$ cat src/rtl/pfs_pkg.sv
// Purpose: constants shared by the power fault supervisor
// Assumes: 40 MHz core clock
// Notes: register indices are word addresses on the plain register port
package pfs_pkg;

    // ------------------------------------------------------------
    // clock and timing
    // ------------------------------------------------------------
    localparam int CLK_KHZ = 40000;
    localparam int RESTART_MS = 100;
    localparam int BOOST_OC_MS = 110;
    localparam int RESTART_CYC = RESTART_MS * CLK_KHZ;
    localparam int BOOST_OC_CYC = BOOST_OC_MS * CLK_KHZ;
    localparam int SOFTSTART_CYC = 64;
    localparam int CNT_W = 23;

    // ------------------------------------------------------------
    // register map
    // ------------------------------------------------------------
    localparam int ADDR_W = 4;
    localparam int DATA_W = 32;
    localparam logic [ADDR_W-1:0] SUPPLY_STATUS_ADDR = 4'h0;
    localparam logic [ADDR_W-1:0] BOOST_STATUS_ADDR = 4'h1;
    localparam logic [ADDR_W-1:0] LED_STATUS_ADDR = 4'h2;
    localparam logic [ADDR_W-1:0] SUPPLY_MASK_ADDR = 4'h3;
    localparam logic [ADDR_W-1:0] BOOST_MASK_ADDR = 4'h4;
    localparam logic [ADDR_W-1:0] LED_MASK_ADDR = 4'h5;
    localparam logic [ADDR_W-1:0] STATE_ADDR = 4'h6;

    // supply status fields
    localparam int SUP_W = 7;
    localparam int SUP_IN_UV = 0;
    localparam int SUP_IN_OV = 1;
    localparam int SUP_VDD_UV = 2;
    localparam int SUP_IN_OC = 3;
    localparam int SUP_PUMP_LOW = 4;
    localparam int SUP_PUMP_CAP = 5;
    localparam int SUP_CFG_ERR = 6;
    // boost status fields
    localparam int BST_W = 3;
    localparam int BST_OV_LOW = 0;
    localparam int BST_OV_HIGH = 1;
    localparam int BST_OC = 2;
    // led status fields
    localparam int LED_W = 1;
    localparam int LED_ANY = 0;

    localparam logic [SUP_W-1:0] SUP_MASK_RST = 7'h7f;
    localparam logic [BST_W-1:0] BST_MASK_RST = 3'h7;
    localparam logic [LED_W-1:0] LED_MASK_RST = 1'h1;

    // ------------------------------------------------------------
    // comparator input vector positions
    // ------------------------------------------------------------
    localparam int NIN = 11;
    localparam int IN_LOW = 0;
    localparam int IN_HIGH = 1;
    localparam int IN_VDD_LOW = 2;
    localparam int IN_OC = 3;
    localparam int IN_PUMP_LOW = 4;
    localparam int IN_PUMP_CAP = 5;
    localparam int IN_FB_OVL = 6;
    localparam int IN_FB_OVH = 7;
    localparam int IN_BLEED = 8;
    localparam int IN_FB_UV = 9;
    localparam int IN_CLIM = 10;

    typedef enum logic [2:0] {
        PFS_INIT = 3'b000,
        PFS_SOFTSTART = 3'b001,
        PFS_NORMAL = 3'b010,
        PFS_STANDBY = 3'b011,
        PFS_RECOVERY = 3'b100
    } pfs_state_t;

endpackage

$ cat src/rtl/pfs_power_fault_supervisor.sv
// Purpose: fault supervisor for a boost led driver
// Assumes: comparator results arrive asynchronously, high = condition present
// Notes: one clock domain, plain register port with one cycle read latency
//
// Overview of operation
// - input undervoltage: shut down, standby, flag, interrupt
// - leave undervoltage standby when input recovers
// - input overvoltage: shut down, standby, flag, interrupt
// - leave overvoltage standby when input falls back
// - supply undervoltage: standby, flag, auto return
// - input overcurrent: recovery, flag, retry 100 ms
// - current limit only gates switching, nothing else
// - pump low: recovery, flag, retry 100 ms
// - pump capacitor fault at init sets two flags
// - config check error: flag only, keep running
// - feedback overvoltage low stops switching, no recovery
// - overvoltage high or bleed: flag, recovery, retry
// - feedback under for 110 ms: flag, recovery
// - overcurrent timer runs while feedback is under during boost
// - persistent condition sets flag again after clear, except the edge-set led fault and the config error sampled in init only
// - separate supply, boost and led status registers
//
// Decided for this implementation: the register offsets and the address-and-strobe port.
`timescale 1ns/100ps
module pfs_power_fault_supervisor
    import pfs_pkg::*;
#(
    parameter int RESTART_CYCLES = RESTART_CYC,
    parameter int BOOST_OC_CYCLES = BOOST_OC_CYC,
    parameter int SOFTSTART_CYCLES = SOFTSTART_CYC
)(
    input wire logic clk_i,
    input wire logic arst_n_i,
    // comparator results
    input wire logic input_low_sense_pin_i,
    input wire logic input_voltage_sense_pin_i,
    input wire logic supply_low_i,
    input wire logic input_current_shunt_i,
    input wire logic pump_output_pin_i,
    input wire logic pump_capacitor_fault_i,
    input wire logic config_check_fail_i,
    input wire logic feedback_pin_over_low_i,
    input wire logic feedback_pin_over_high_i,
    input wire logic output_bleed_pin_i,
    input wire logic feedback_pin_under_i,
    input wire logic boost_current_limit_i,
    input wire logic led_fault_i,
    // register port
    input wire logic [ADDR_W-1:0] addr_i,
    input wire logic [DATA_W-1:0] wdata_i,
    input wire logic wr_i,
    input wire logic rd_i,
    output logic [DATA_W-1:0] rdata_o,
    // power controls
    output logic boost_en_o,
    output logic boost_switch_en_o,
    output logic led_en_o,
    output logic power_switch_en_o,
    output logic pump_en_o,
    output logic irq_o
);

    // ------------------------------------------------------------
    // helpers
    // ------------------------------------------------------------
    // sticky flag update: hardware set beats software write-one clear
    function automatic logic [7:0] w1c_update(input logic [7:0] cur, input logic [7:0] set,
                                              input logic hit, input logic [7:0] clr);
        logic [7:0] keep;
        keep = hit ? (cur & ~clr) : cur;
        return keep | set;
    endfunction

    // ------------------------------------------------------------
    // input synchronisers
    // ------------------------------------------------------------
    // top bit carries the led fault input
    logic [NIN:0] raw;
    logic [NIN:0] sync1_reg;
    logic [NIN:0] sync2_reg;
    logic [NIN:0] sync3_reg;
    logic [NIN:0] filt_reg;

    assign raw[IN_LOW] = input_low_sense_pin_i;
    assign raw[IN_HIGH] = input_voltage_sense_pin_i;
    assign raw[IN_VDD_LOW] = supply_low_i;
    assign raw[IN_OC] = input_current_shunt_i;
    assign raw[IN_PUMP_LOW] = pump_output_pin_i;
    assign raw[IN_PUMP_CAP] = pump_capacitor_fault_i;
    assign raw[IN_FB_OVL] = feedback_pin_over_low_i;
    assign raw[IN_FB_OVH] = feedback_pin_over_high_i;
    assign raw[IN_BLEED] = output_bleed_pin_i;
    assign raw[IN_FB_UV] = feedback_pin_under_i;
    assign raw[IN_CLIM] = boost_current_limit_i;
    assign raw[NIN] = led_fault_i;

    always_ff @(posedge clk_i or negedge arst_n_i)
    begin
        if (!arst_n_i)
        begin
            sync1_reg <= '0;
            sync2_reg <= '0;
            sync3_reg <= '0;
        end
        else
        begin
            sync1_reg <= raw;
            sync2_reg <= sync1_reg;
            sync3_reg <= sync2_reg;
        end
    end

    // a change counts once stages two and three agree
    always_ff @(posedge clk_i or negedge arst_n_i)
    begin
        if (!arst_n_i)
        begin
            filt_reg <= '0;
        end
        else
        begin
            for (int i = 0; i <= NIN; i++)
            begin
                if (sync2_reg[i] == sync3_reg[i])
                    filt_reg[i] <= sync3_reg[i];
            end
        end
    end

    logic led_prev_reg;
    always_ff @(posedge clk_i or negedge arst_n_i)
    begin
        if (!arst_n_i)
        begin
            led_prev_reg <= 1'b0;
        end
        else
        begin
            led_prev_reg <= filt_reg[NIN];
        end
    end

    // ------------------------------------------------------------
    // fault classification
    // ------------------------------------------------------------
    pfs_state_t state_reg;
    pfs_state_t state_next;
    logic [CNT_W-1:0] cnt_reg;
    logic [CNT_W-1:0] oc_cnt_reg;
    logic running;
    logic boosting;
    logic in_init;
    logic standby_cause;
    logic recovery_cause;
    logic ovh_cause;
    logic oc_expired;
    logic cap_fault;

    assign in_init = (state_reg == PFS_INIT);
    assign boosting = (state_reg == PFS_SOFTSTART) || (state_reg == PFS_NORMAL);
    assign running = in_init || boosting;
    assign standby_cause = filt_reg[IN_LOW] | filt_reg[IN_HIGH] | filt_reg[IN_VDD_LOW];
    assign ovh_cause = boosting && (filt_reg[IN_FB_OVH] | filt_reg[IN_BLEED]);
    assign oc_expired = boosting && filt_reg[IN_FB_UV]
                        && (oc_cnt_reg >= CNT_W'(BOOST_OC_CYCLES - 1));
    assign cap_fault = in_init && filt_reg[IN_PUMP_CAP];
    assign recovery_cause = running && (filt_reg[IN_OC] | filt_reg[IN_PUMP_LOW] | cap_fault
                            | ovh_cause | oc_expired);

    // ------------------------------------------------------------
    // operating state
    // ------------------------------------------------------------
    always_comb
    begin
        state_next = state_reg;
        unique case (state_reg)
            PFS_INIT, PFS_SOFTSTART, PFS_NORMAL:
            begin
                if (recovery_cause)
                    state_next = PFS_RECOVERY;
                else if (standby_cause)
                    state_next = PFS_STANDBY;
                else if (in_init)
                    state_next = PFS_SOFTSTART;
                else if (state_reg == PFS_SOFTSTART && cnt_reg >= CNT_W'(SOFTSTART_CYCLES - 1))
                    state_next = PFS_NORMAL;
            end
            PFS_STANDBY:
                if (!standby_cause)
                    state_next = PFS_INIT;
            PFS_RECOVERY:
                if (cnt_reg >= CNT_W'(RESTART_CYCLES - 1))
                    state_next = PFS_INIT;
            default: state_next = PFS_INIT;
        endcase
    end

    always_ff @(posedge clk_i or negedge arst_n_i)
    begin
        if (!arst_n_i)
            state_reg <= PFS_INIT;
        else
            state_reg <= state_next;
    end

    // shared counter for soft-start and restart delay
    always_ff @(posedge clk_i or negedge arst_n_i)
    begin
        if (!arst_n_i)
            cnt_reg <= '0;
        else if (state_next != state_reg)
            cnt_reg <= '0;
        else
            cnt_reg <= cnt_reg + CNT_W'(1);
    end

    // boost overcurrent timer, cancelled when feedback recovers
    always_ff @(posedge clk_i or negedge arst_n_i)
    begin
        if (!arst_n_i)
        begin
            oc_cnt_reg <= '0;
        end
        else if (boosting && filt_reg[IN_FB_UV] && !oc_expired)
        begin
            oc_cnt_reg <= oc_cnt_reg + CNT_W'(1);
        end
        else
        begin
            oc_cnt_reg <= '0;
        end
    end

    // ------------------------------------------------------------
    // power controls
    // ------------------------------------------------------------
    always_ff @(posedge clk_i or negedge arst_n_i)
    begin
        if (!arst_n_i)
        begin
            boost_en_o <= 1'b0;
            boost_switch_en_o <= 1'b0;
            led_en_o <= 1'b0;
            power_switch_en_o <= 1'b0;
            pump_en_o <= 1'b0;
        end
        else
        begin
            boost_en_o <= (state_next == PFS_SOFTSTART) || (state_next == PFS_NORMAL);
            boost_switch_en_o <= ((state_next == PFS_SOFTSTART) || (state_next == PFS_NORMAL))
                                 && !filt_reg[IN_FB_OVL] && !filt_reg[IN_CLIM];
            led_en_o <= (state_next == PFS_NORMAL);
            power_switch_en_o <= (state_next == PFS_SOFTSTART) || (state_next == PFS_NORMAL);
            pump_en_o <= (state_next != PFS_RECOVERY) && (state_next != PFS_STANDBY);
        end
    end

    // ------------------------------------------------------------
    // status and mask registers
    // ------------------------------------------------------------
    logic [SUP_W-1:0] sup_status_reg;
    logic [BST_W-1:0] bst_status_reg;
    logic [LED_W-1:0] led_status_reg;
    logic [SUP_W-1:0] sup_mask_reg;
    logic [BST_W-1:0] bst_mask_reg;
    logic [LED_W-1:0] led_mask_reg;
    logic [SUP_W-1:0] sup_set;
    logic [BST_W-1:0] bst_set;
    logic [LED_W-1:0] led_set;
    logic [7:0] sup_upd;
    logic [7:0] bst_upd;
    logic [7:0] led_upd;

    always_comb
    begin
        sup_set = '0;
        sup_set[SUP_IN_UV] = filt_reg[IN_LOW];
        sup_set[SUP_IN_OV] = filt_reg[IN_HIGH];
        sup_set[SUP_VDD_UV] = filt_reg[IN_VDD_LOW];
        sup_set[SUP_IN_OC] = running && filt_reg[IN_OC];
        sup_set[SUP_PUMP_LOW] = (running && filt_reg[IN_PUMP_LOW]) || cap_fault;
        sup_set[SUP_PUMP_CAP] = cap_fault;
        sup_set[SUP_CFG_ERR] = in_init && config_check_fail_i;
        bst_set = '0;
        bst_set[BST_OV_LOW] = boosting && filt_reg[IN_FB_OVL];
        bst_set[BST_OV_HIGH] = ovh_cause;
        bst_set[BST_OC] = oc_expired;
        led_set = '0;
        led_set[LED_ANY] = filt_reg[NIN] && !led_prev_reg;
    end

    assign sup_upd = w1c_update(8'(sup_status_reg), 8'(sup_set),
                                wr_i && addr_i == SUPPLY_STATUS_ADDR, wdata_i[7:0]);
    assign bst_upd = w1c_update(8'(bst_status_reg), 8'(bst_set),
                                wr_i && addr_i == BOOST_STATUS_ADDR, wdata_i[7:0]);
    assign led_upd = w1c_update(8'(led_status_reg), 8'(led_set),
                                wr_i && addr_i == LED_STATUS_ADDR, wdata_i[7:0]);

    always_ff @(posedge clk_i or negedge arst_n_i)
    begin
        if (!arst_n_i)
        begin
            sup_status_reg <= '0;
            bst_status_reg <= '0;
            led_status_reg <= '0;
        end
        else
        begin
            sup_status_reg <= sup_upd[SUP_W-1:0];
            bst_status_reg <= bst_upd[BST_W-1:0];
            led_status_reg <= led_upd[LED_W-1:0];
        end
    end

    always_ff @(posedge clk_i or negedge arst_n_i)
    begin
        if (!arst_n_i)
        begin
            sup_mask_reg <= SUP_MASK_RST;
            bst_mask_reg <= BST_MASK_RST;
            led_mask_reg <= LED_MASK_RST;
        end
        else if (wr_i)
        begin
            if (addr_i == SUPPLY_MASK_ADDR)
                sup_mask_reg <= wdata_i[SUP_W-1:0];
            if (addr_i == BOOST_MASK_ADDR)
                bst_mask_reg <= wdata_i[BST_W-1:0];
            if (addr_i == LED_MASK_ADDR)
                led_mask_reg <= wdata_i[LED_W-1:0];
        end
    end

    // level interrupt from any enabled sticky flag
    assign irq_o = |(sup_status_reg & sup_mask_reg) | |(bst_status_reg & bst_mask_reg)
                   | |(led_status_reg & led_mask_reg);

    // ------------------------------------------------------------
    // read port
    // ------------------------------------------------------------
    always_ff @(posedge clk_i or negedge arst_n_i)
    begin
        if (!arst_n_i)
        begin
            rdata_o <= '0;
        end
        else if (rd_i)
        begin
            unique case (addr_i)
                SUPPLY_STATUS_ADDR: rdata_o <= DATA_W'(sup_status_reg);
                BOOST_STATUS_ADDR: rdata_o <= DATA_W'(bst_status_reg);
                LED_STATUS_ADDR: rdata_o <= DATA_W'(led_status_reg);
                SUPPLY_MASK_ADDR: rdata_o <= DATA_W'(sup_mask_reg);
                BOOST_MASK_ADDR: rdata_o <= DATA_W'(bst_mask_reg);
                LED_MASK_ADDR: rdata_o <= DATA_W'(led_mask_reg);
                STATE_ADDR: rdata_o <= DATA_W'(state_reg);
                default: rdata_o <= '0;
            endcase
        end
        else
        begin
            rdata_o <= '0;
        end
    end

endmodule
$ cat config.mk
export PLATFORM = sky130hd
export DESIGN_NAME = pfs_power_fault_supervisor
export DESIGN_NICKNAME = d
export VERILOG_FILES = /design/src/rtl/pfs_pkg.sv /design/src/rtl/pfs_power_fault_supervisor.sv
export SDC_FILE = /design/constraint.sdc
export NUM_CORES = 1
export LEC_CHECK = 0
export ABC_AREA = 1
export BUFFER_PORTS_ARGS = -buffer_cell sky130_fd_sc_hd__buf_2
export CORE_AREA = 2 2 113 115
export DETAILED_ROUTE_END_ITERATION = 8
export DIE_AREA = 0 0 115 117
export HOLD_SLACK_MARGIN = 0.06
export PLACE_DENSITY = 0.75
export SLEW_MARGIN = 20
export SYNTH_ARGS = -nofsm -noshare
export SYNTH_HDL_FRONTEND = slang
export SYNTH_SLANG_ARGS = --single-unit
$ cat constraint.sdc
create_clock -name clk_i -period 2.2 [get_ports clk_i]
set_input_delay 0 -clock clk_i [delete_from_list [all_inputs] [get_ports clk_i]]
set_output_delay 0 -clock clk_i [all_outputs]
set_load 0.05 [all_outputs]
== Word level (Yosys, flattened, before mapping) ==
Cells that the tools add are included.

* Add/sub/neg operators: 2
* Magnitude comparators: 3
* Equality and inequality tests: 27
* Muxes and demuxes: 14
* Bitwise gates (word level): 19
* Reductions and logical operators: 34

{| class="wikitable"
|+ Operator list
! cell !! number
|-
| 7-bit one-hot mux with 7 select lines || 1
|-
| 23-bit by 1-bit adder with 23-bit output (second input constant) || 2
|-
| 23-bit two-way mux || 2
|-
| 32-bit two-way mux || 1
|-
| 23-bit by 22-bit greater-or-equal comparator with 1-bit output (second input constant) || 1
|-
| 23-bit greater-or-equal comparator (second input constant) || 1
|-
| 23-bit by 6-bit greater-or-equal comparator with 1-bit output (second input constant) || 1
|-
| 3-bit two-way mux || 7
|-
| 1-bit logical AND || 18
|-
| 7-bit bitwise AND || 2
|-
| 1-bit == test || 12
|-
| 4-bit by 3-bit == test with 1-bit output (second input constant) || 3
|-
| 1-bit bitwise OR || 10
|-
| 3-bit by 2-bit == test with 1-bit output (second input constant) || 3
|-
| 3-bit one-hot mux with 3 select lines || 1
|-
| 4-bit by 2-bit == test with 1-bit output (second input constant) || 2
|-
| 7-bit two-way mux || 1
|-
| 7-bit NOT || 1
|-
| 7-bit bitwise OR || 1
|-
| 7-bit OR reduction || 1
|-
| 3-bit bitwise AND || 2
|-
| 3-bit by 1-bit == test with 1-bit output (second input constant) || 2
|-
| 2-bit AND reduction || 3
|-
| 3-bit OR reduction || 2
|-
| 12 further kinds || 19
|}

* Register bits: 156
* Input bits: 53
* Output and inout port bits: 38
* Logic and storage cells: 129

== Depth between registers and ports, before layout ==
Gate-level depths: netlist of run 1.

* Depth in word-level cells: 12
* Depth in mapped cells: 17
* Mapped depth without buffers: 15

== Worst setup path after synthesis of run 1 ==
OpenSTA, ideal clock, no wires.

* Path kind: flip-flop to flip-flop
* From: register cnt_reg[0]
* To: register cnt_reg[16]
* Setup time: 0.072 ns
* Data arrival time: 1.805 ns
* Data required time: 2.128 ns
* Setup slack: 0.323 ns
* Stages on the path, launching flop included: 15
* Buffers on the path: 1
* Period minus slack after synthesis: 1.877 ns
* Cells stage by stage: dfrtp_1 > ha_1 > nand3_2 > nor3_4 > nand3_1 > nand2_1 > nand2_1 > nand2_1 > nand4_1 > nand2_2 > nand2_1 > nand2_2 > nand3_4 > buf_6 > nor2_1

* Cells in the longest elaborated chain, start to end: 9
* Elaborated cells between the ends (all ways): 12
* Classes of those cells: add/sub (1); order compare (2); eq/ne (1); mux (7); reduce/logical (1)

{| class="wikitable"
|+ Ends and longest elaborated chain
! item !! RTL line !! RTL
|-
| start, declared || pfs_power_fault_supervisor.sv:148 || <nowiki>logic [CNT_W-1:0] cnt_reg;</nowiki>
|-
| start signal, assigned || pfs_power_fault_supervisor.sv:214 || <nowiki>cnt_reg <= cnt_reg + CNT_W'(1);</nowiki>
|-
| 23-bit by 6-bit greater-or-equal comparator with 1-bit output || pfs_power_fault_supervisor.sv:185 || <nowiki>else if (state_reg == PFS_SOFTSTART && cnt_reg >= CNT_W'(SOFTSTART_CYCLES - 1))</nowiki>
|-
| 1-bit logical AND || pfs_power_fault_supervisor.sv:185 ||
|-
| 3-bit two-way mux || pfs_power_fault_supervisor.sv:185 ||
|-
| 3-bit two-way mux || pfs_power_fault_supervisor.sv:183 || <nowiki>else if (in_init)</nowiki>
|-
| 3-bit two-way mux || pfs_power_fault_supervisor.sv:181 || <nowiki>else if (standby_cause)</nowiki>
|-
| 3-bit two-way mux || pfs_power_fault_supervisor.sv:179 || <nowiki>if (recovery_cause)</nowiki>
|-
| 3-bit one-hot mux with 3 select lines (*) || pfs_power_fault_supervisor.sv:176 || <nowiki>unique case (state_reg)</nowiki>
|-
| net state_next[1] || pfs_power_fault_supervisor.sv:147 || <nowiki>pfs_state_t state_next;</nowiki>
|-
| 3-bit != test (*) || pfs_power_fault_supervisor.sv:211 || <nowiki>else if (state_next != state_reg)</nowiki>
|-
| 23-bit two-way mux (*) || pfs_power_fault_supervisor.sv:211 ||
|}

The timed path passes the listed nets; every way through them passes the cells marked *.
A chain may end at the register's enable or synchronous reset.

== Final worst setup path of run 1 ==
* From: register cnt_reg[2]
* To: register cnt_reg[19]

* Cells in the longest elaborated chain, start to end: 9
* Elaborated cells between the ends (all ways): 12
* Classes of those cells: add/sub (1); order compare (2); eq/ne (1); mux (7); reduce/logical (1)

{| class="wikitable"
|+ Ends and longest elaborated chain
! item !! RTL line
|-
| 23-bit by 6-bit greater-or-equal comparator with 1-bit output || pfs_power_fault_supervisor.sv:185
|-
| 1-bit logical AND || pfs_power_fault_supervisor.sv:185
|-
| 3-bit two-way mux || pfs_power_fault_supervisor.sv:185
|-
| 3-bit two-way mux || pfs_power_fault_supervisor.sv:183
|-
| 3-bit two-way mux || pfs_power_fault_supervisor.sv:181
|-
| 3-bit two-way mux || pfs_power_fault_supervisor.sv:179
|-
| 3-bit one-hot mux with 3 select lines || pfs_power_fault_supervisor.sv:176
|-
| 3-bit != test || pfs_power_fault_supervisor.sv:211
|-
| 23-bit two-way mux (*) || pfs_power_fault_supervisor.sv:211
|}

Every way passes the cells marked *; elsewhere a longest branch is shown, timed or not.

==> run_results.csv, run 1 <==
group,metric,value,unit
routing,routed_wl,12000,um
pwr,p_sw_frac,0.308,
clocking,clockBufferDepth,2,
routing,ant_nets,0,
final_layout,multiInputGateArea,2310,um2
synth,netlist_area,5950,um2
floorplanning,fp-row-count,41,
synth,avgSynthCellArea,8.96,um2
place,dp_hpwl,8040,um
final_layout,drive_gt1_frac,0.175,
place,place_congestion,0.915,
timing,fmax,461,MHz
final_layout,regArea,3300,um2
pwr,vdd_drop_max,0.000457,V
routing,vias_per_cell,5.06,
timing,fin_ws,29.5,ps
pwr,sequentialPowerShare,0.424,
pwr,p_sw,2030,uW
final_layout,layout_commonest_cell,"nand2_1",
timing,period_share,0.987,
run_status,status,"finished clean",
timing,hold_viol,0,
synth,synth_cell_type_count,38,
global_route,grt_max_degree,59,
setup_path,path_common_cell,"nand3_1",
floorplanning,fp.coreArea,12300,um2
pwr,p_leak,0.00337,uW
routing,drt_pre_antenna_iters,5,
clocking,ctsRootBufferMaster,"clkbuf_16",
min_path,min_path_type,"in2reg",
timing,maxSlewHeadroom,0.580,
pwr,combinationalPowerShare,0.168,
global_route,grt_pass1_vias,4497,
floorplanning,die_x,115,um
place,port_buffers,40,
synth,ys.flop_type,"dfrtp_1",
setup_path,end_kind,"flop",
final_layout,synthToLayoutAreaGrowth,22.5,%
setup_path,path_cells,"nand3_1, nor3_2, inv_1, nor4_1, nand3_1, nor3_1, nand2_1, xor2_1, nor2_1",
global_route,grt_use_total,0.186,
global_route,overflow,0,
timing,slew_viol_final,0,
pwr,p_int,4560,uW
final_layout,fin_nets,815,
pwr,p_per_area,903,nW/um2
timing,finalCriticalPeriod,2170,ps
clocking,cts_tree,"done",
synth,async_reset_ff_frac,1.00,
pwr,clock_power_share,0.408,
floorplanning,die_h,117,um
global_route,antenna_found_initial,0,
setup_path,crit_required,2500,ps
final_layout,n_antenna_cell,0,
timing,fin_skew,5.67,ps
final_layout,fin_util,0.592,
pwr,p_total,6580,uW
synth,yosys_warnings,0,
routing,route.detailed.drc,0,
synth,synth_edf_count,0,
synth,seq_area_frac_synth,0.553,
timing,tightest_slew,631,ps
job,cap_violations,0,
timing,final-setup-viol-count,0,
floorplanning,ios,91,
clocking,cts_num_sinks,131,
floorplanning,die-area,13500,um2
clocking,cts-buffers-inserted,17,
setup_path,startpoint_type,"flop",
clocking,clk_pin_slew_worst_paths,60,ps
routing,wire_per_inst,13.0,um
clocking,cts_max_level,4,
routing,num_vias,4674,
setup_path,critical_path.max_fanout,4,
final_layout,nFillCells,1023,
synth,ys_ff_latch,131,
setup_path,max_stage_delay,410,ps
global_route,grt_pass1_wl,19500,um
setup_path,arrival,2470,ps
synth,synthesis.instances,664,
setup_path,slowest_stage,"dfrtp_1",
floorplanning,start_util,0.483,
routing,drtIter0Drc,312,
clocking,clk_latency,420,ps
place,pre_cts_ws,34.2,ps
setup_path,critical_path_class,"reg2reg",
final_layout,final_cell_mix,"nand2_1, dfrtp_1, nor2_1, inv_1, buf_2",
-- metrics by stage --
stage                     TNS, ps  area (um2)  cells  hold WS [ps]
after CTS                       0        7170    919          63.0
after detailed placement        0        6310    858          59.6
after floorplan                 0        6040    688          -296
after global placement          0        6310    858          50.9
after global routing         -588        7290    923           104
final                           0        7290    923          85.4
-- path summary, 6_finish.rpt --
| path | startpoint | to | slack, ps | cells past startpoint |
|---|---|---|---|---|
| setup reg to reg | cnt_reg[2] | cnt_reg[19] | 30 | 9 |
| min in group asynchronous | arst_n_i | cnt_reg[12] | 140 | 2 |
| hold / removal | addr_i[1] | rdata_o[2] | 90 | 6 |
| setup / recovery | cnt_reg[2] | cnt_reg[19] | 30 | 9 |
| max in group asynchronous | arst_n_i | oc_cnt_reg[8] | 1280 | 3 |
| hold reg to reg | sync1_reg[6] | sync2_reg[6] | 350 | 0 |
-- Yosys cell counts (2+ instances only) --
library cell | instances | area, um2
nor2_2 | 4 | 25.0
a21oi_1 | 15 | 75.1
nor3_2 | 2 | 20.0
dfstp_2 | 11 | 289
maj3_1 | 12 | 120
buf_6 | 2 | 22.5
nor4_1 | 2 | 12.5
o21ai_0 | 33 | 165
nand3_1 | 33 | 165
clkbuf_1 | 3 | 11.3
nor2_1 | 97 | 364
nand2_2 | 4 | 25.0
a221oi_1 | 3 | 26.3
nand4_1 | 13 | 81.3
xor2_1 | 20 | 175
dfrtp_1 | 120 | 3000
a31oi_1 | 3 | 18.8
nor3_1 | 16 | 80.1
nor3b_1 | 5 | 37.5
xnor2_1 | 5 | 43.8
nand2_1 | 135 | 507
inv_1 | 79 | 297
nand3_2 | 2 | 20.0
ha_1 | 2 | 25.0
buf_4 | 26 | 195
buf_2 | 5 | 25.0
-- cells by family after synthesis --
kind of cell    after synthesis  synth area share
simple gates                320             0.239
flops                       131             0.553
buf+inv                     115            0.0925
compound gates               58            0.0534
xor+xnor                     25            0.0368
fa+ha+maj                    14            0.0244
other cells                   1          0.000630
-- critical path: cells and delay by family, from the launching register on --
| kind | cells | cell delay [ps] |
|---|---|---|
| xor+xnor | 1 | 240 |
| flops | 1 | 410 |
| simple gates | 7 | 1290 |
| buf+inv | 1 | 100 |
-- power by group through the flow --
stage | clock [uW] | sequential, uW | combinational [uW]
final | 2690 | 2790 | 1100
after global routing | 2860 | 2810 | 1210
after CTS | 2740 | 2780 | 937
after detailed placement | 0 | 2830 | 888
after global placement | 0 | 2810 | 870
after floorplan | 0 | 2860 | 666
-- per-layer routing --
layer  wire length [um]  track usage
met1               5350        0.227
met2               5850        0.312
met3                630       0.0469
met4                203       0.0884
met5                  0            0
-- what timing repair did --
action / in CTS / in global routing
endpoints found under the setup margin: 0 / 26
hold buffers: 29 / 0
gates resized for setup: 0 / 21
setup buffers: 0 / 1
endpoints found under the hold margin: 88 / 0
-- cell type report --
class	instances	share of cell area
tap	150	0.0257
sequential	131	0.452
timing repair buffer	86	0.0868
inverter	79	0.0407
multi-input combinational	445	0.317
clock buffer	17	0.0583
clock inverter	15	0.0199
(Power assumes the default switching activity.)
==> run 2, diff against run 1 <==
--- a/config.mk
+++ b/config.mk
@@ -5,11 +5,10 @@
 export SDC_FILE = /design/constraint.sdc
 export NUM_CORES = 1
 export LEC_CHECK = 0
-export ABC_AREA = 1
 export BUFFER_PORTS_ARGS = -buffer_cell sky130_fd_sc_hd__buf_2
-export CORE_AREA = 2 2 113 115
+export CORE_AREA = 2 2 110 112
 export DETAILED_ROUTE_END_ITERATION = 8
-export DIE_AREA = 0 0 115 117
+export DIE_AREA = 0 0 112 114
 export HOLD_SLACK_MARGIN = 0.06
 export PLACE_DENSITY = 0.75
 export SLEW_MARGIN = 20
==> run_results.csv, run 2 <==
group,metric,value,unit
final_layout,final_cell_mix,"dfrtp_1, nor2_1, nand2_1, buf_4, buf_2",
run_status,violations,"negative setup slack",
global_route,grt_pass1_vias,4150,
final_layout,synthToLayoutAreaGrowth,28.0,%
pwr,combinationalPowerShare,0.135,
final_layout,fin_nets,680,
synth,synth_commonest_cells,"dfrtp_1, nor2_1, nand2_1",
final_layout,fin_cells,785,
synth,async_reset_ff_frac,1.00,
routing,num_vias,4055,
place,placedCellCount,725,
synth,synth_top_area_share,0.534,
clocking,cts_num_sinks,131,
synth,yosys.area.top_type,"dfrtp_1",
setup_path,max_stage_delay,570,ps
synth,avgSynthCellArea,11.1,um2
timing,slew_viol_final,0,
setup_path,arrival,2970,ps
setup_path,critical_path.max_fanout,3,
synth,yosys_warnings,0,
synth,synth_cell_type_count,55,
final_layout,layout_commonest_cell,"dfrtp_1",
clocking,ctsRootBufferMaster,"clkbuf_16",
timing,maxSlewHeadroom,0.503,
timing,rsz0062_at_grt,"true",
synth,yosys-top-cells-area,"dfrtp_1, dfstp_2, nor2_1, xor2_1, buf_4",
setup_path,critical_path_class,"reg2reg",
synth,netlist_area,5630,um2
global_route,gr-usage-met2,0.314,
floorplanning,die-area,12800,um2
floorplanning,die_x,112,um
timing,period_share,1.19,
pwr,vdd_drop_max,0.000675,V
run_status,status,"finished with violations",
global_route,antenna_found_initial,0,
synth,synth_edf_count,0,
pwr,p_per_area,946,nW/um2
routing,drt_pre_antenna_iters,4,
final_layout,drive_gt1_frac,0.252,
clocking,cts_max_level,4,
timing,fin_skew,10.0,ps
routing,drtIter0Drc,303,
global_route,busiest_layer,"met2",
setup_path,path_cells,"or4_4, or4_4, or4_4, a21oi_4, nand4b_4, xor2_2, and3_1",
floorplanning,die_h,114,um
place,dp_hpwl,7560,um
routing,wire_per_inst,14.5,um
routing,vias_per_cell,5.17,
min_path,hold_end,"led_status_reg",
min_path,min_path_type,"in2reg",
place,place_congestion,0.915,
setup_path,path_common_cell,"or4_4",
routing,route.detailed.drc,0,
final_layout,n_antenna_cell,0,
pwr,p_sw,1750,uW
pwr,p_sw_frac,0.258,
clocking,clk_latency,420,ps
clocking,clk_pin_slew_worst_paths,50,ps
global_route,grt_use_total,0.196,
setup_path,timing.rr.start,"cnt_reg[15]",
setup_path,cp_top_family,"simple AND/OR/NAND/NOR gates",
global_route,grt_pass1_wl,19800,um
floorplanning,fp.coreArea,11700,um2
setup_path,r2r_end,"boost_switch_en_o",
synth,ys.flop_type,"dfrtp_1",
final_layout,fin_util,0.615,
pwr,p_int,5060,uW
timing,fin_ws,-415,ps
setup_path,crit_buf_inv,0,
clocking,cts_tree,"done",
setup_path,startpoint_type,"flop",
pwr,p_total,6810,uW
clocking,clockBufferDepth,2,
global_route,overflow,0,
timing,final-setup-viol-count,30,
timing,fmax,382,MHz
pwr,p_leak,0.00322,uW
global_route,grt_max_degree,132,
pwr,clock_power_share,0.445,
floorplanning,start_util,0.480,
setup_path,reg2reg_slack,-410,ps
synth,seq_area_frac_synth,0.585,
timing,tightest_slew,739,ps
routing,routed_wl,11400,um
timing,finalCriticalPeriod,2610,ps
global_route,grt_util_met3,0.0462,
job,cap_violations,0,
setup_path,slowest_stage,"or4_4",
timing,setup_tns,-9030,ps
place,port_buffers,40,
synth,synth_most_common_cell,"dfrtp_1",
floorplanning,fp-row-count,40,
global_route,grt_util_met1,0.251,
timing,hold_viol,0,
pwr,sequentialPowerShare,0.420,
synth,synthesis.instances,507,
synth,ys_ff_latch,131,
min_path,hold_start,"addr_i[0]",
clocking,cts-buffers-inserted,17,
routing,ant_nets,0,
min_path,hold_depth,5,
setup_path,end_kind,"flop",
floorplanning,ios,91,
setup_path,crit_required,2560,ps
setup_path,r2r.worst_path.cells,7,
==> run 2: power groups by stage <==
stage	clock network [uW]	registers, uW	logic (uW)
after floorplan	0	2870	579
after global placement	0	2890	841
after detailed placement	0	2900	861
after CTS	3090	2860	914
after global routing	3180	2900	1010
final	3030	2860	916
==> run 2: worst max path at each step <==
| stage | startpoint | to | slack, ps | cells past startpoint |
|---|---|---|---|---|
| floorplan | cnt_reg[15] | boost_switch_en_o | -350 | 7 |
| global placement | cnt_reg[15] | boost_switch_en_o | -330 | 7 |
| detailed placement | cnt_reg[13] | cnt_reg[7] | -400 | 9 |
| CTS | cnt_reg[15] | boost_switch_en_o | -410 | 7 |
| global route | cnt_reg[15] | boost_switch_en_o | -510 | 7 |
| finish | cnt_reg[15] | boost_switch_en_o | -410 | 7 |
==> run 2: layout make-up <==
class | count | area [um2]
fill | 957 | 4510
sequential | 131 | 3290
multi-input combinational | 355 | 2220
timing repair buffer | 112 | 838
clock buffer | 18 | 429
clock inverter | 14 | 211
tap | 147 | 184
inverter | 8 | 30.0
==> run 2: per-layer routing <==
layer  share of wire  wire (um)  vias up
li1                -          -     1955
met2            0.48       5440      106
met3           0.041        463       26
met4           0.025        283        0
met1            0.46       5200     1968
met5               0          0        -
==> run 2: worst register-to-register path, cell delays in order (launching register included) <==
cell and delay, ps:
dfrtp_1 370, or4_4 530, or4_4 460, or4_4 570, a21oi_4 140, nand4b_4 160, xor2_2 160, and3_1 160
==> run 2: logic make-up (layout without fill, tap and decap cells) <==
family | Yosys count | after routing | synth area share
xor gates and xnor gates | 40 | 40 | 0.0636
buffers and inverters | 45 | 152 | 0.0476
muxes | 11 | 11 | 0.0220
AOI/OAI and AO/OA | 60 | 60 | 0.0747
other | 1 | 25 | 0.000667
adders and majority gates | 14 | 14 | 0.0258
and+or+nand+nor | 205 | 205 | 0.180
DFF | 131 | 131 | 0.585
==> run 2: timing repair <==
action,4_1_cts,5_1_grt
resized for setup,7,6
setup buffers,3,2
endpoints found under the hold margin,161,0
gates cloned,0,0
pin swaps,0,0
setup endpoints to repair,30,30
hold buffers,25,0
==> run 2: per-stage QoR <==
stage                     worst slack (ps)  cell area [um2]  hold WS, ps
final                                 -415             7200         92.1
after global routing                  -506             7200          157
after CTS                             -410             7160         68.2
after detailed placement              -404             6230          110
after global placement                -325             6230          110
after floorplan                       -354             5720         -296
==> run 3, diff against run 2 <==
--- a/config.mk
+++ b/config.mk
@@ -10,7 +10,7 @@
 export DETAILED_ROUTE_END_ITERATION = 8
 export DIE_AREA = 0 0 112 114
 export HOLD_SLACK_MARGIN = 0.06
-export PLACE_DENSITY = 0.75
+export PLACE_DENSITY = 0.7
 export SLEW_MARGIN = 20
 export SYNTH_ARGS = -nofsm -noshare
 export SYNTH_HDL_FRONTEND = slang
==> constraint.sdc (replaced) <==
create_clock -name clk_i -period 2.2 [get_ports clk_i]
set_input_delay 0.44 -clock clk_i [delete_from_list [all_inputs] [get_ports clk_i]]
set_output_delay 0.44 -clock clk_i [all_outputs]
set_load 0.05 [all_outputs]
==> run_results.csv, run 3 (synthesized netlist as in run 2, its figures left out) <==
group,metric,value,unit
run_status,status,"finished with violations",
run_status,violations,"negative setup slack",
timing,hold_viol,0,
routing,num_vias,4006,
setup_path,cp_top_family,"simple AND/OR/NAND/NOR gates",
setup_path,crit_required,2540,ps
setup_path,r2r_end,"boost_switch_en_o",
pwr,p_sw,1700,uW
pwr,sequentialPowerShare,0.427,
global_route,grt_pass1_wl,18700,um
setup_path,path_depth,7,
setup_path,slowest_stage,"or4_4",
place,dp_hpwl,7820,um
pwr,p_leak,0.00313,uW
place,port_buffers,40,
pwr,p_sw_frac,0.252,
final_layout,final_cell_mix,"dfrtp_1, nor2_1, buf_4, nand2_1, buf_2",
timing,slew_viol_final,0,
routing,route.detailed.drc,0,
setup_path,arrival,2950,ps
clocking,cts_tree,"done",
setup_path,reg2reg_slack,-410,ps
final_layout,layout_commonest_cell,"dfrtp_1",
global_route,grt_use_total,0.185,
clocking,cts-buffers-inserted,17,
setup_path,startpoint_type,"flop",
routing,ant_nets,0,
pwr,combinationalPowerShare,0.132,
setup_path,path_cells,"or4_4, or4_4, or4_4, a21oi_2, nand4b_4, xor2_2, and3_1",
clocking,clk_pin_slew_worst_paths,50,ps
clocking,ctsRootBufferMaster,"clkbuf_16",
setup_path,max_stage_delay,550,ps
final_layout,n_antenna_cell,0,
routing,wire_per_inst,14.6,um
final_layout,fin_cells,762,
min_path,min_path_type,"in2reg",
setup_path,critical_path.max_fanout,4,
timing,final-setup-viol-count,29,
floorplanning,ios,91,
routing,routed_wl,11100,um
global_route,grt_pass1_vias,3899,
place,place_congestion,0.913,
timing,rsz0062_at_grt,"true",
floorplanning,die-area,12800,um2
global_route,grt_max_degree,71,
final_layout,fin_nets,658,
timing,finalCriticalPeriod,2610,ps
setup_path,startpoint,"cnt_reg[15]",
pwr,vdd_drop_max,0.000729,V
clocking,clockBufferDepth,2,
timing,fin_ws,-408,ps
pwr,p_int,5030,uW
timing,fmax,383,MHz
final_layout,fin_util,0.592,
final_layout,drive_gt1_frac,0.254,
global_route,antenna_found_initial,0,
setup_path,timing.rr.start,"cnt_reg[15]",
setup_path,end_kind,"flop",
floorplanning,start_util,0.480,
timing,fin_skew,6.98,ps
routing,vias_per_cell,5.26,
min_path,hold_start,"pump_output_pin_i",
clocking,clk_latency,410,ps
global_route,overflow,0,
floorplanning,fp.coreArea,11700,um2
pwr,clock_power_share,0.441,
setup_path,crit_buf_inv,0,
floorplanning,fp-row-count,40,
job,cap_violations,0,
timing,maxSlewHeadroom,0.641,
routing,drt_pre_antenna_iters,5,
place,placedCellCount,727,
setup_path,path_common_cell,"or4_4",
pwr,p_per_area,970,nW/um2
clocking,cts_max_level,4,
setup_path,critical_path_class,"reg2reg",
floorplanning,die_x,112,um
final_layout,synthToLayoutAreaGrowth,23.2,%
timing,tightest_slew,535,ps
place,postPlaceCellArea,6240,um2
routing,drtIter0Drc,301,
clocking,cts_num_sinks,131,
setup_path,r2r.worst_path.cells,7,
timing,period_share,1.19,
floorplanning,die_h,114,um
setup_path,endpoint,"boost_switch_en_o",
final_layout,design_area,6930,um2
## run 3: cell types whose count changed in the layout (fill, tap and decap cells not counted), moves of 2 or more
cell / delta
dlygate4sd3_1: -24
nor4_1: +2
buf_4: +3
clkbuf_8: +4
## run 3: power groups by stage
stage                     clock (uW)  combinational [uW]  sequential [uW]
after floorplan                    0                 579             2870
after global placement             0                 851             2890
after detailed placement           0                 871             2890
after CTS                       3010                 888             2860
after global routing            3140                 973             2890
final                           2970                 888             2870
## run 3: routing by layer
layer  GRT usage  up-vias  routed length [um]
met3      0.0574       12                 523
li1            -     1903                   -
met1       0.238     1982                4940
met5           0        -                   0
met4      0.0472        0                  97
met2       0.309      109                5560
## run 3: worst min-delay path by stage
stage,endpoint,slack [ps],depth (start not counted)
2_1_floorplan,boost_switch_en_o,140,0
3_3_place_gp,sync2_reg[0],330,0
3_5_place_dp,sync2_reg[8],330,0
4_1_cts,sync1_reg[5],120,1
5_1_grt,sync1_reg[5],110,1
6_report,sync1_reg[4],130,1
## run 3: final cells by class
type                       instances  area [um2]
fill                             965        4780
sequential                       131        3290
clock inverter                     9         151
multi-input combinational        355        2170
inverter                           8        30.0
tap                              147         184
timing repair buffer              90         616
clock buffer                      22         484
## run 3: repair_timing
action                                  CTS  global route
gates resized for setup                   3             2
cloned                                    0             0
endpoints found under the setup margin   31            31
endpoints found under the hold margin    27             0
pin swaps                                 0             2
hold buffers                              1             0
setup buffers                             2             1
## run 3: through the flow
step | TNS, ps | total power (uW) | hold slack [ps] | setup WS, ps
finish | -8590 | 6720 | 134 | -408
global route | -12650 | 7000 | 108 | -481
CTS | -9150 | 6760 | 119 | -431
detailed placement | -8220 | 3770 | 335 | -419
global placement | -7500 | 3740 | 333 | -366
floorplan | -5090 | 3450 | 144 | -354
